$ cat config.mk
export PLATFORM = sky130hd
export DESIGN_NAME = dsf_status
export DESIGN_NICKNAME = d
export VERILOG_FILES = /design/src/pkg/dsf_pkg.sv /design/src/hdl/dsf_status.sv
export SDC_FILE = /design/constraint.sdc
export NUM_CORES = 1
export LEC_CHECK = 0
export BUFFER_PORTS_ARGS = -buffer_cell sky130_fd_sc_hd__buf_2
export CORE_ASPECT_RATIO = 1.1
export CORE_MARGIN = 4
export CORE_UTILIZATION = 37
export CTS_CLUSTER_SIZE = 40
export DETAILED_ROUTE_END_ITERATION = 10
export GPL_ROUTABILITY_DRIVEN = 0
export GPL_TIMING_DRIVEN = 0
export HOLD_SLACK_MARGIN = 0.15
export PLACE_DENSITY = 0.64
export SKIP_CTS_REPAIR_TIMING = 1
export SYNTH_ARGS = -nofsm -noshare
export SYNTH_HDL_FRONTEND = slang
export SYNTH_SLANG_ARGS = --single-unit
$ cat constraint.sdc
create_clock -name ref_clk_i -period 1.45 [get_ports ref_clk_i]
set_input_delay 0.2175 -clock ref_clk_i [delete_from_list [all_inputs] [get_ports ref_clk_i]]
set_output_delay 0.2175 -clock ref_clk_i [all_outputs]
set_load 0.1 [all_outputs]
$ cat src/pkg/dsf_pkg.sv
`default_nettype none
package dsf_pkg;
    localparam int NUM_CH = 6;
    localparam int STATUS_W = 24;
    localparam int CH_W = 3;
    // Register offset on the plain register port
    localparam logic [3:0] ADDR_STATUS = 4'h0;
    localparam logic [3:0] ADDR_IRQ_STAT = 4'h1;
    localparam logic [3:0] ADDR_IRQ_MASK = 4'h2;
    // Field positions of the status word
    localparam int DONE_LSB = 0;
    localparam int ACT_BIT = 8;
    localparam int CH_LSB = 9;
    localparam int RSV_LSB = 12;
    // Transfer mode field width per channel
    localparam int MODE_W = 3;
    // Pipeline delay from enable set to done clear, in core cycles
    localparam int DONE_CLR_DELAY = 3;
    localparam logic [1:0] DELAY_LAST = 2'h2;
    localparam logic [NUM_CH-1:0] DONE_RESET = 6'h3F;
    localparam logic [CH_W-1:0] CH_RESET = 3'h0;
    // Transfer mode codes that keep the enable bit at block end
    localparam logic [2:0] TM_KEEP_A = 3'h3;
    localparam logic [2:0] TM_KEEP_B = 3'h4;
    localparam logic [2:0] TM_KEEP_C = 3'h5;
    // Word transfer mode codes
    localparam logic [2:0] TM_WORD_A = 3'h1;
    localparam logic [2:0] TM_WORD_B = 3'h5;

    typedef struct packed {
        logic [3:0]          addr;
        logic [STATUS_W-1:0] wdata;
        logic                wr;
        logic                rd;
    } dsf_bus_t;

    typedef struct packed {
        logic                  act;
        logic [CH_W-1:0]       ch;
        logic [NUM_CH-1:0]     done;
        logic [NUM_CH-1:0]     en;
        logic [NUM_CH*2-1:0]   dly;
        logic [NUM_CH-1:0]     dly_run;
        logic [NUM_CH-1:0]     stop_pend;
        logic [NUM_CH-1:0]     irq_stat;
        logic [NUM_CH-1:0]     irq_mask;
        logic [STATUS_W-1:0]   rdata;
    } dsf_state_t;
endpackage
`default_nettype wire

$ cat src/hdl/dsf_status.sv
`timescale 1ns/10ps
`default_nettype none
// Summary of operation
// - Status word is 24 bits and read-only; bus writes leave it unchanged.
// - Bits 23 to 12 of the status word always read zero.
// - Bits 11 to 9 give the active channel number, codes 0 to 5.
// - Active-channel field is meaningful only while bit 8 reads one.
// - Bit 8 is set while a transfer is partway done on any channel.
// - Bit 8 is zero when every channel is disabled or idle.
// - Bits 5 to 0 are the done flags, bit n for channel n.
// - Done sets when the last word of a block is written and the channel stops.
// - At block end, enable is cleared or kept as the transfer mode chooses.
// - Last transfer is counter reload, or software clearing the enable.
// - Done with interrupt enable set raises that channel's interrupt request.
// - Software setting a channel's enable clears its done flag.
// - Done clears three cycles after enable is set, else holds old value.
// - In word mode, clearing enable sets done after captured trigger serviced.
// - If enable is kept, the end-of-block interrupt still fires without done.
module dsf_status
    import dsf_pkg::*;
(
    input  wire logic                ref_clk_i,      // Core clock
    input  wire logic                reset_i,        // Sync reset, high
    input  wire dsf_pkg::dsf_bus_t   bus_i,          // Register port request
    output logic [dsf_pkg::STATUS_W-1:0] rdata_o,    // Read data, cycle after read
    input  wire logic [dsf_pkg::NUM_CH-1:0] en_set_i,   // Software sets enable
    input  wire logic [dsf_pkg::NUM_CH-1:0] en_clr_i,   // Software clears enable
    input  wire logic [dsf_pkg::NUM_CH*3-1:0] mode_i,   // Transfer mode per channel
    input  wire logic [dsf_pkg::NUM_CH-1:0] irq_en_i,   // Interrupt enable per channel
    input  wire logic [dsf_pkg::NUM_CH-1:0] reload_i,   // Counter reload on last word
    input  wire logic [dsf_pkg::NUM_CH-1:0] trig_pend_i, // Captured trigger pending
    input  wire logic [dsf_pkg::NUM_CH-1:0] busy_i,     // Channel mid-transfer
    output logic [dsf_pkg::NUM_CH-1:0] en_o,         // Channel enable bits
    output logic [dsf_pkg::NUM_CH-1:0] ch_irq_o,     // Per-channel interrupt request
    output logic                     irq_o           // Masked summary interrupt
);
    import dsf_pkg::*;

    dsf_state_t s;
    dsf_state_t next_s;
    logic [NUM_CH-1:0] blk_end;
    logic [NUM_CH-1:0] done_set;
    logic [NUM_CH-1:0] done_clr;
    logic [NUM_CH-1:0] keep_en;
    logic [NUM_CH-1:0] word_mode;
    logic [STATUS_W-1:0] status_word;

    genvar g;
    generate
        for (g = 0; g < NUM_CH; g++) begin : g_ch
            assign keep_en[g] = (mode_i[g*MODE_W +: MODE_W] == TM_KEEP_A)
                                || (mode_i[g*MODE_W +: MODE_W] == TM_KEEP_B)
                                || (mode_i[g*MODE_W +: MODE_W] == TM_KEEP_C);
            assign word_mode[g] = (mode_i[g*MODE_W +: MODE_W] == TM_WORD_A)
                                  || (mode_i[g*MODE_W +: MODE_W] == TM_WORD_B);
            assign blk_end[g] = s.en[g] && reload_i[g];
            // Stop by software waits for a pending trigger in word mode
            assign done_set[g] = (blk_end[g] && !keep_en[g])
                                 || (s.stop_pend[g] && !(word_mode[g] && trig_pend_i[g]));
            assign done_clr[g] = s.dly_run[g] && (s.dly[g*2 +: 2] == DELAY_LAST);
        end
    endgenerate

    always_comb begin
        logic              any_busy;
        logic [CH_W-1:0]   cur;
        any_busy = 1'b0;
        cur = CH_RESET;
        next_s = s;
        for (int i = NUM_CH - 1; i >= 0; i--) begin
            if (s.en[i] && busy_i[i]) begin
                any_busy = 1'b1;
                cur = CH_W'(i);
            end
        end
        next_s.act = any_busy;
        if (any_busy) begin
            next_s.ch = cur;
        end
        for (int i = 0; i < NUM_CH; i++) begin
            if (en_set_i[i] && !s.en[i]) begin
                next_s.en[i] = 1'b1;
                next_s.dly_run[i] = 1'b1;
                next_s.dly[i*2 +: 2] = 2'h0;
                next_s.stop_pend[i] = 1'b0;
            end else if (s.dly_run[i]) begin
                next_s.dly[i*2 +: 2] = s.dly[i*2 +: 2] + 2'h1;
                if (done_clr[i]) begin
                    next_s.dly_run[i] = 1'b0;
                    next_s.done[i] = 1'b0;
                end
            end
            if (en_clr_i[i] && s.en[i]) begin
                next_s.en[i] = 1'b0;
                next_s.stop_pend[i] = 1'b1;
            end
            if (blk_end[i] && !keep_en[i]) begin
                next_s.en[i] = 1'b0;
            end
            if (done_set[i]) begin
                next_s.done[i] = 1'b1;
                next_s.stop_pend[i] = 1'b0;
                next_s.dly_run[i] = 1'b0;
            end
            // Interrupt event: done rising, or block end with enable kept
            if ((done_set[i] || blk_end[i]) && irq_en_i[i]) begin
                next_s.irq_stat[i] = 1'b1;
            end else if (bus_i.wr && bus_i.addr == ADDR_IRQ_STAT && bus_i.wdata[i]) begin
                next_s.irq_stat[i] = 1'b0;
            end
        end
        if (bus_i.wr && bus_i.addr == ADDR_IRQ_MASK) begin
            next_s.irq_mask = bus_i.wdata[NUM_CH-1:0];
        end
        next_s.rdata = '0;
        if (bus_i.rd) begin
            unique case (bus_i.addr)
                ADDR_STATUS: next_s.rdata = status_word;
                ADDR_IRQ_STAT: next_s.rdata[NUM_CH-1:0] = s.irq_stat;
                ADDR_IRQ_MASK: next_s.rdata[NUM_CH-1:0] = s.irq_mask;
                default: next_s.rdata = '0;
            endcase
        end
    end

    always_comb begin
        status_word = '0;
        status_word[DONE_LSB +: NUM_CH] = s.done;
        status_word[ACT_BIT] = s.act;
        status_word[CH_LSB +: CH_W] = s.ch;
    end

    always_ff @(posedge ref_clk_i) begin
        if (reset_i) begin
            s <= '0;
            s.done <= DONE_RESET;
            s.ch <= CH_RESET;
        end else begin
            s <= next_s;
        end
    end

    assign rdata_o = s.rdata;
    assign en_o = s.en;
    assign ch_irq_o = s.irq_stat & irq_en_i;
    assign irq_o = |(s.irq_stat & s.irq_mask);

    AST_RO_WRITE: assert property (@(posedge ref_clk_i) disable iff (reset_i)
        (bus_i.wr && bus_i.addr == ADDR_STATUS && !(|done_set) && !(|done_clr)) |=> $stable(s.done))
        else $error("Status write altered done flags");
    AST_RSV_ZERO: assert property (@(posedge ref_clk_i) disable iff (reset_i)
        $past(bus_i.rd) && $past(bus_i.addr) == ADDR_STATUS |-> rdata_o[STATUS_W-1:RSV_LSB] == '0)
        else $error("Reserved status bits not zero");
    AST_CH_RANGE: assert property (@(posedge ref_clk_i) disable iff (reset_i)
        s.act |-> s.ch < CH_W'(NUM_CH))
        else $error("Active channel code out of range");
    AST_ACT_SET: assert property (@(posedge ref_clk_i) disable iff (reset_i)
        |(s.en & busy_i) |=> s.act)
        else $error("Activity flag missed a busy channel");
    AST_ACT_CLR: assert property (@(posedge ref_clk_i) disable iff (reset_i)
        !(|(s.en & busy_i)) |=> !s.act)
        else $error("Activity flag set while all idle");
    AST_DONE_END: assert property (@(posedge ref_clk_i) disable iff (reset_i)
        (s.en[0] && reload_i[0] && !keep_en[0]) |=> s.done[0] && !s.en[0])
        else $error("Block end did not set done and stop");
    AST_KEEP_EN: assert property (@(posedge ref_clk_i) disable iff (reset_i)
        (s.en[1] && reload_i[1] && keep_en[1] && !en_clr_i[1]) |=> s.en[1])
        else $error("Enable cleared in keep mode");
    AST_IRQ_DONE: assert property (@(posedge ref_clk_i) disable iff (reset_i)
        (done_set[2] && irq_en_i[2]) |=> s.irq_stat[2])
        else $error("Done did not raise interrupt");
    AST_CLR_DELAY: assert property (@(posedge ref_clk_i) disable iff (reset_i)
        (en_set_i[2] && !s.en[2] && s.done[2] && !en_clr_i[2] && !reload_i[2])
        ##1 (!en_clr_i[2] && !reload_i[2]) [*3] |-> s.done[2] ##1 !s.done[2])
        else $error("Done clear not three cycles after enable");
    AST_WORD_WAIT: assert property (@(posedge ref_clk_i) disable iff (reset_i)
        (s.stop_pend[2] && word_mode[2] && trig_pend_i[2] && !blk_end[2]) |=> $stable(s.done[2]))
        else $error("Done set before captured trigger serviced");
    AST_KEEP_IRQ: assert property (@(posedge ref_clk_i) disable iff (reset_i)
        (blk_end[1] && keep_en[1] && irq_en_i[1]) |=> s.irq_stat[1])
        else $error("Keep mode block end lost interrupt");
    AST_RDATA_IDLE: assert property (@(posedge ref_clk_i) disable iff (reset_i)
        !$past(bus_i.rd) |-> rdata_o == '0)
        else $error("Read data not zero outside read answer");

    // Per-channel checks on every channel
    generate
        for (g = 0; g < NUM_CH; g++) begin : g_ast
            AST_EN_SET: assert property (@(posedge ref_clk_i) disable iff (reset_i)
                (en_set_i[g] && !s.en[g]) |=> s.en[g])
                else $error("Enable set not taken");
            AST_EN_STOP: assert property (@(posedge ref_clk_i) disable iff (reset_i)
                (en_clr_i[g] && s.en[g]) |=> !s.en[g])
                else $error("Enable clear not taken");
            AST_IRQ_EVENT: assert property (@(posedge ref_clk_i) disable iff (reset_i)
                ((done_set[g] || blk_end[g]) && irq_en_i[g]) |=> s.irq_stat[g])
                else $error("Interrupt event lost");
            AST_DONE_HOLD: assert property (@(posedge ref_clk_i) disable iff (reset_i)
                (!done_set[g] && !done_clr[g]) |=> $stable(s.done[g]))
                else $error("Done flag changed without cause");
        end
    endgenerate
endmodule
`default_nettype wire

==> results of run 1 <==
routing by layer:
layer  vias to the layer above  track usage  part of all wire
met3                        11      0.03546             0.057
met4                         0      0.06992             0.018
li1                       1399            -                 -
met1                      1251       0.1951              0.44
met5                         -            0                 0
met2                        77       0.2581              0.48
cell type report:
| cell class | instances | area, sq um | area share |
|---|---|---|---|
| multi-input combinational | 248 | 1582 | 0.3917 |
| sequential | 62 | 1249 | 0.3093 |
| timing repair buffer | 94 | 554.3 | 0.1373 |
| buffer | 41 | 301.5 | 0.07468 |
| tap | 108 | 135.1 | 0.03347 |
| clock buffer | 10 | 127.6 | 0.03161 |
| clock inverter | 6 | 62.56 | 0.01549 |
| inverter | 7 | 26.28 | 0.006508 |
flip-flops by register name (all words and copies together) (netlist names):
register  flops
s            46
rdata_o      10
en_o          6
stage by stage:
step / util / total power, mW / instance area (sq um) / TNS (ns)
global placement: 0.4600 / 2.765 / 3679 / -0.7990
finish: 0.5049 / 4.283 / 4038 / 0
global route: 0.5049 / 4.503 / 4038 / -0.03968
CTS: 0.4837 / 4.263 / 3869 / -1.350
detailed placement: 0.4600 / 2.787 / 3679 / -0.8544
floorplan: - / 2.568 / 3108 / 0
critical path, cell delays in order, from the launching register on:
cell and delay, ns:
dfxtp_1 0.34, a22oi_1 0.23, nand3_2 0.13, buf_12 0.18
report_power, final:
group / switching, mW / internal [mW] / total, mW / leakage, nW
sequential: 0.0859 / 1.80 / 1.88 / 0.508
clock: 0.692 / 0.787 / 1.48 / 0.0883
combinational: 0.584 / 0.338 / 0.923 / 1.22
placed cells by master (no fill, tap or decap), drive strengths merged, types with 9 or more instances in the layout:
cell type	count
o21ai	12
mux2i	12
clkbuf	16
and2	10
buf	123
conb	14
dfxtp	62
nand3	13
nor2	31
nand2b	28
nand2	21
a21oi	20
nor2b	9
nand3b	10
cell usage after synthesis, types with 2 or more instances:
| cell | number | share of area |
|---|---|---|
| a22oi_1 | 8 | 0.020 |
| ha_1 | 6 | 0.025 |
| mux2i_1 | 12 | 0.039 |
| inv_1 | 7 | 0.0086 |
| a21boi_0 | 5 | 0.012 |
| and2_1 | 10 | 0.020 |
| nor3_1 | 7 | 0.011 |
| dfxtp_1 | 62 | 0.41 |
| nor2b_1 | 9 | 0.018 |
| nor2_1 | 31 | 0.038 |
| o21ai_0 | 11 | 0.018 |
| a21bo_2 | 2 | 0.0066 |
| nand3_1 | 13 | 0.021 |
| buf_6 | 2 | 0.0074 |
| a21oi_1 | 20 | 0.033 |
| a21o_1 | 7 | 0.017 |
| nand3b_1 | 9 | 0.022 |
| nand2b_1 | 28 | 0.057 |
| a222oi_1 | 2 | 0.0066 |
| nand2_1 | 21 | 0.026 |
| clkbuf_1 | 6 | 0.0074 |
| a2111oi_0 | 7 | 0.020 |
| xnor2_1 | 6 | 0.017 |
| a22o_1 | 3 | 0.0086 |
| and3_1 | 2 | 0.0041 |
| and3b_1 | 2 | 0.0057 |
| a41oi_1 | 5 | 0.014 |
| buf_4 | 30 | 0.074 |
| buf_2 | 3 | 0.0049 |
worst min-delay path by stage:
stage	cells after the start	to	startpoint
2_1_floorplan	1	en_o[0]	en_clr_i[0]
3_3_place_gp	1	rdata_o[8]	s[75]
3_5_place_dp	1	rdata_o[8]	s[75]
4_1_cts	2	en_o[0]	en_clr_i[0]
5_1_grt	2	en_o[5]	en_set_i[5]
6_report	3	s[28]	bus_i[6]
kinds of logic (layout without fill, tap and decap cells):
| logic type | after synthesis | count (layout) | share of synthesized area |
|---|---|---|---|
| and+or+nand+nor | 136 | 136 | 0.2425 |
| adders and majority gates | 6 | 6 | 0.02458 |
| xor gates and xnor gates | 6 | 6 | 0.01721 |
| AOI/OAI and AO/OA | 74 | 74 | 0.1667 |
| other | 1 | 14 | 0.001228 |
| muxes | 12 | 12 | 0.03933 |
| buffers and inverters | 48 | 158 | 0.1020 |
| DFF | 62 | 62 | 0.4064 |
==> flow_metrics.tcl, run 1 <==
set metrics [dict create \
    finalClockSkew_ns 0.008763 \
    first_pass_iters 5 \
    synthToLayoutAreaGrowth_pct 32.20 \
    coreArea_sq_um 7998 \
    final_nets 555 \
    post_layout_nonfiller_instances 576 \
    powerDensity_nw_per_um2 1061 \
    die_area_sq_um 9774 \
    syn_avg_cell_area_sq_um 8.853 \
    rrSetupSlack_ns 0.10 \
    hold_violations 0 \
    synth_edf_count 0 \
    ys_warn_count 0 \
    cts_sinks 62 \
    setup.worst_path.class "reg2out" \
    maxSlewViolCount 0 \
    ir_drop_uv 482.2 \
    avgRoutedWirePerCell_um 12.98 \
    r2r_cells 5 \
    finalSetupViolations 0 \
    period_minus_slack_ns 1.442 \
    synth_area_sq_um 3054 \
    cts_root_buffer "clkbuf_8" \
    dp_hpwl_mm 5.812 \
    rsz0062_at_grt "yes" \
    dp_cells 553 \
    start_kind "register" \
    async_flop_share 0 \
    ys_ff_latch 62 \
    postRouteAntennaNets 0 \
    via_per_inst 4.753 \
    reg2reg_from "en_o[2]" \
    dp_slack_ns -0.09140 \
    worstPathMaxFanout 4 \
    antenna_found_initial 0 \
    io_buffers 87 \
    drv_cap 0 \
    drc 0 \
    syn_inst 345 \
    drtIter0Drc 107 \
    ys_types 38 \
    die_h_um 103.3 \
    num_io_pins 123 \
    die_w_um 94.63 \
    crit_end "irq_o" \
    grt_first_pass_wirelength_mm 11.71 \
    ys_seq_area_frac 0.4064 \
    critPathCaptureType "output pin" \
    leakagePower_nw 1.812 \
    clock_latency_ns 0.34 \
    cts_tree "yes" \
    drive_gt1_frac 0.3397 \
    grt_use_total 0.1563 \
    period_share 0.9947 \
    cts_buffers 9 \
    relSlewSlack 0.5964 \
    synthFlopType "dfxtp_1" \
    placementRows 34 \
    max_freq_ghz 0.6933 \
    hold_path_class "in2reg" \
    rr_endpoint "s[72]" \
    grt_pass1_vias 2499 \
    path_clk_slew_ns 0.07 \
    htreeDepth 3 \
    antenna_cells 0 \
    fill_cells 796 \
    finalWorstSetupSlack_ns 0.007654 \
    max_slew.worst_pin.slew_ns 0.6028 \
    start_util 0.3819 \
    startpoint "s[32]" \
    required_ns 1.23 \
    grt_max_degree 12 \
    wirelength_mm 7.475 \
    overflow 0 \
    crit_arrival_ns 1.22 \
    vias 2738 \
    worst_hold_slack_ns 0.1387 \
    status "completed" \
    clockBufferDepth 2 \
]
Note: power is estimated with default switching activity, not from simulation.
==> run 2: changes to the inputs <==
--- a/config.mk
+++ b/config.mk
@@ -14,7 +14,7 @@
 export GPL_ROUTABILITY_DRIVEN = 0
 export GPL_TIMING_DRIVEN = 0
 export HOLD_SLACK_MARGIN = 0.15
-export PLACE_DENSITY = 0.64
+export PLACE_DENSITY_LB_ADDON = 0.3
 export SKIP_CTS_REPAIR_TIMING = 1
 export SYNTH_ARGS = -nofsm -noshare
 export SYNTH_HDL_FRONTEND = slang
==> flow_metrics.tcl, run 2 (synthesized netlist as in run 1, its figures left out) <==
set metrics [dict create \
    hold_violations 0 \
    final_nets 551 \
    rsz0062_at_grt "no" \
    period_minus_slack_ns 1.407 \
    p_sw_frac 0.2960 \
    cp.depth 3 \
    worstHoldStart "bus_i[3]" \
    clkPwrFrac 0.374 \
    hold_path_class "in2reg" \
    setup.worst_path.class "reg2out" \
    leakagePower_nw 1.803 \
    placementRows 34 \
    io_buffers 87 \
    path_delay_family "flip-flops" \
    dp_slack_ns -0.07907 \
    clockBufferDepth 2 \
    die_area_sq_um 9774 \
    maxSlewViolCount 0 \
    finalWorstSetupSlack_ns 0.04329 \
    switching_power_mw 1.313 \
    largest_reg_flops 46 \
    finalClockSkew_ns 0.007673 \
    cts_buffers 9 \
    overflow 0 \
    grt_pass1_vias 2591 \
    wirelength_mm 7.395 \
    first_pass_iters 4 \
    drv_cap 0 \
    max_slew.worst_pin.slew_ns 0.6318 \
    cell_internal_pwr_mw 3.123 \
    reg2reg_from "en_o[2]" \
    drive_gt1_frac 0.3297 \
    coreArea_sq_um 7998 \
    cts_root_buffer "clkbuf_8" \
    worstPathMaxFanout 4 \
    htreeDepth 3 \
    layout_common_cells "buf_2, dfxtp_1, buf_4, nor2_1, nand2b_1" \
    path_clk_slew_ns 0.06 \
    start_kind "register" \
    clock_latency_ns 0.34 \
    drc 0 \
    num_io_pins 123 \
    cts_sinks 62 \
    die_w_um 94.63 \
    worstHoldPathCells 3 \
    grt_max_degree 11 \
    regMostFlops "s" \
    r2r_cells 5 \
    startpoint "s[34]" \
    die_h_um 103.3 \
    fill_cells 822 \
    required_ns 1.23 \
    p_total_mw 4.436 \
    mostFrequentLayoutCell "buf_2" \
    path_cells "a22oi_2 > nand3_2 > buf_8" \
    max_freq_ghz 0.7109 \
    seqPwrFrac 0.424 \
    critical-path-max-stage-delay_ns 0.35 \
    critical_path_buf_inv_count 1 \
    power_frac_comb 0.202 \
    critPathCaptureType "output pin" \
    period_share 0.9701 \
    status "completed" \
    antenna_cells 0 \
    dp_hpwl_mm 5.731 \
    vias 2753 \
    drtIter0Drc 83 \
    start_util 0.3819 \
    finalSetupViolations 0 \
    cts_tree "yes" \
    antenna_found_initial 1 \
    avgRoutedWirePerCell_um 12.93 \
    slowest_stage "dfxtp_1" \
    grt_first_pass_wirelength_mm 11.68 \
    synthToLayoutAreaGrowth_pct 30.93 \
    relSlewSlack 0.5788 \
    crit_arrival_ns 1.19 \
    powerDensity_nw_per_um2 1109 \
    worst_hold_slack_ns 0.1326 \
    ir_drop_uv 561.3 \
    grt_use_total 0.1566 \
    via_per_inst 4.813 \
    postRouteAntennaNets 0 \
]
[run 2: cell count changes in the layout (fill, tap and decap cells not counted), moves of 2 or more]
cell,delta
clkbuf_4,+2
dfxtp_1,+2
dlygate4sd3_1,-3
buf_6,-2
dfxtp_2,-2
clkinvlp_4,-3
[run 2: tightest hold or removal path: cells and delay by family]
kind                   cells  cell delay (ns)
buffers and inverters      1             0.09
AND/OR/NAND/NOR            1             0.07
multiplexers               1             0.06
[run 2: metrics by stage]
step	TNS [ns]	std cells	instance area (sq um)	utilization
after detailed placement	-0.7192	553	3679	0.4600
after global routing	0	572	3999	0.5000
after global placement	-0.8307	553	3679	0.4600
after CTS	-1.253	569	3894	0.4869
final	0	572	3999	0.5000
after floorplan	0	358	3108	-
[run 2: worst paths after layout]
| path | end | slack (ns) |
|---|---|---|
| max | irq_o | 0.04 |
| min | s[25] | 0.13 |
| max reg2reg | s[72] | 0.06 |
| min reg2reg | rdata_o[8] | 0.43 |
[run 2: power by group through the flow]
stage | sequential (mW) | clock, mW | combinational (mW)
6_report | 1.88 | 1.66 | 0.896
5_1_grt | 1.89 | 1.78 | 0.978
4_1_cts | 1.87 | 1.69 | 0.876
3_5_place_dp | 1.91 | 0 | 0.871
3_3_place_gp | 1.91 | 0 | 0.858
2_1_floorplan | 1.89 | 0 | 0.679
[run 2: routing by layer]
metal,up-vias,track usage,share of wire
met5,-,0,0.00095
met3,9,0.02894,0.059
met2,68,0.2684,0.49
li1,1391,-,-
met4,2,0.08102,0.013
met1,1283,0.1874,0.43
[run 2: final cells by class]
cell class	instances	area [sq um]	area share
multi-input cells	248	1570	0.3927
flip-flops and latches	62	1246	0.3116
repair buffers	90	514.2	0.1286
plain buffers	41	291.5	0.07290
clock buffers	12	145.1	0.03630
well taps	108	135.1	0.03379
clock inverters	4	70.07	0.01752
inverters	7	26.28	0.006571
==> run 3: changes to the inputs <==
--- a/config.mk
+++ b/config.mk
@@ -14,7 +14,7 @@
 export GPL_ROUTABILITY_DRIVEN = 0
 export GPL_TIMING_DRIVEN = 0
 export HOLD_SLACK_MARGIN = 0.15
-export PLACE_DENSITY_LB_ADDON = 0.3
+export PLACE_DENSITY = 0.68
 export SKIP_CTS_REPAIR_TIMING = 1
 export SYNTH_ARGS = -nofsm -noshare
 export SYNTH_HDL_FRONTEND = slang
==> flow_metrics.tcl, run 3 (synthesized netlist as in run 1, its figures left out) <==
set metrics [dict create \
    required_ns 1.23 \
    antenna_found_initial 0 \
    wirelength_mm 7.432 \
    slowest_stage "dfxtp_1" \
    dp_slack_ns -0.1457 \
    hold_path_class "in2reg" \
    finalSetupViolations 0 \
    p_total_mw 4.480 \
    max_freq_ghz 0.7069 \
    ir_drop_uv 578.4 \
    final-seq-area_sq_um 1246 \
    leakagePower_nw 1.839 \
    dp_hpwl_mm 5.741 \
    wirelength_met1_mm 3.056 \
    period_minus_slack_ns 1.415 \
    synthToLayoutAreaGrowth_pct 33.10 \
    period_share 0.9756 \
    via_per_inst 4.772 \
    num_io_pins 123 \
    crit_arrival_ns 1.20 \
    drtIter0Drc 80 \
    regMostFlops "s" \
    wl_met3_um 494 \
    clockBufferDepth 2 \
    mostFrequentLayoutCell "buf_2" \
    die_area_sq_um 9774 \
    powerDensity_nw_per_um2 1102 \
    met2_length_mm 3.819 \
    grt_first_pass_wirelength_mm 11.74 \
    layout_common_cells "buf_2, dfxtp_1, buf_4, nor2_1, nand2b_1" \
    die_h_um 103.3 \
    first_pass_iters 4 \
    largest_reg_flops 46 \
    start_kind "register" \
    cts_tree "yes" \
    io_buffers 87 \
    max_slew.worst_pin.slew_ns 0.5723 \
    drc 0 \
    setup.worst_path.class "reg2out" \
    clock_latency_ns 0.33 \
    avgRoutedWirePerCell_um 12.93 \
    antenna_cells 0 \
    grt_use_total 0.1553 \
    placementRows 34 \
    path_clk_slew_ns 0.06 \
    postRouteAntennaNets 0 \
    overflow 0 \
    start_util 0.3819 \
    cts_sinks 62 \
    critPathCaptureType "output pin" \
    grt_pass1_vias 2584 \
    dr.max_layer_used "met4" \
    final_nets 555 \
    cts_buffers 9 \
    htreeDepth 3 \
    status "completed" \
    vias 2744 \
    cts_root_buffer "clkbuf_8" \
    worstPathMaxFanout 4 \
    die_w_um 94.63 \
    fill_cells 783 \
    drv_cap 0 \
    coreArea_sq_um 7998 \
    finalClockSkew_ns 0.005737 \
    relSlewSlack 0.6185 \
    drive_gt1_frac 0.3383 \
    finalWorstSetupSlack_ns 0.03540 \
    maxSlewViolCount 0 \
    hold_violations 0 \
    multi_input_area_sq_um 1582 \
    path_cells "a22oi_1 > nand3_2 > buf_6" \
    grt_max_degree 11 \
    critical-path-max-stage-delay_ns 0.34 \
    rsz0062_at_grt "yes" \
]
[run 3: cell count changes in the layout (fill, tap and decap cells not counted)]
cell / before / now
clkbuf_4: 4 / 1
clkbuf_1: 5 / 3
buf_6: 5 / 10
buf_4: 35 / 37
nand2b_4: 0 / 1
clkbuf_2: 2 / 1
o21ai_2: 0 / 1
nand2b_1: 28 / 27
clkbuf_8: 10 / 11
dlygate4sd3_1: 3 / 5
o21ai_1: 1 / 0
buf_8: 1 / 0
[run 3: final cells by class]
class,instances,share of cell area
clock buffers,11,0.03724
flip-flops and latches,62,0.3066
repair buffers,94,0.1360
clock inverters,4,0.01724
well taps,108,0.03324
plain buffers,41,0.07418
inverters,7,0.006464
multi-input cells,248,0.3890
[run 3: critical path, delay by kind of cell (launching register included)]
| kind | cells | cell delay [ns] |
|---|---|---|
| buffers and inverters | 1 | 0.19 |
| AND/OR/NAND/NOR | 1 | 0.10 |
| AO/OA/AOI/OAI | 1 | 0.23 |
| flip-flops | 1 | 0.34 |
[run 3: report_power, final]
| part | switching (mW) | total [mW] | internal (mW) |
|---|---|---|---|
| Combinational | 0.586 | 0.927 | 0.341 |
| Sequential | 0.0856 | 1.88 | 1.80 |
| Clock | 0.626 | 1.67 | 1.05 |
| Total | 1.30 | 4.48 | 3.18 |
[run 3: worst paths after layout]
check	start	end	slack, ns	depth (start not counted)
hold / removal	bus_i[6]	s[28]	0.13	3
hold reg to reg	s[75]	rdata_o[8]	0.43	1
setup / recovery	s[32]	irq_o	0.04	3
setup reg to reg	en_o[2]	s[72]	0.06	5
[run 3: per-layer routing]
| metal | vias up | global-route usage |
|---|---|---|
| met5 | - | 0 |
| met4 | 0 | 0.04550 |
| met3 | 5 | 0.05716 |
| met2 | 80 | 0.2728 |
| met1 | 1263 | 0.1767 |
| li1 | 1396 | - |
[run 3: per-stage QoR]
step	setup TNS, ns	hold WS, ns	cells	cell area, sq um	util
after floorplan	0	0.3328	358	3108	-
after global placement	-0.5987	0.4094	553	3679	0.4600
after detailed placement	-1.217	0.4222	553	3679	0.4600
after CTS	-1.292	0.08774	568	3900	0.4876
after global routing	-0.05032	0.1511	575	4065	0.5083
final	0	0.1349	575	4065	0.5083
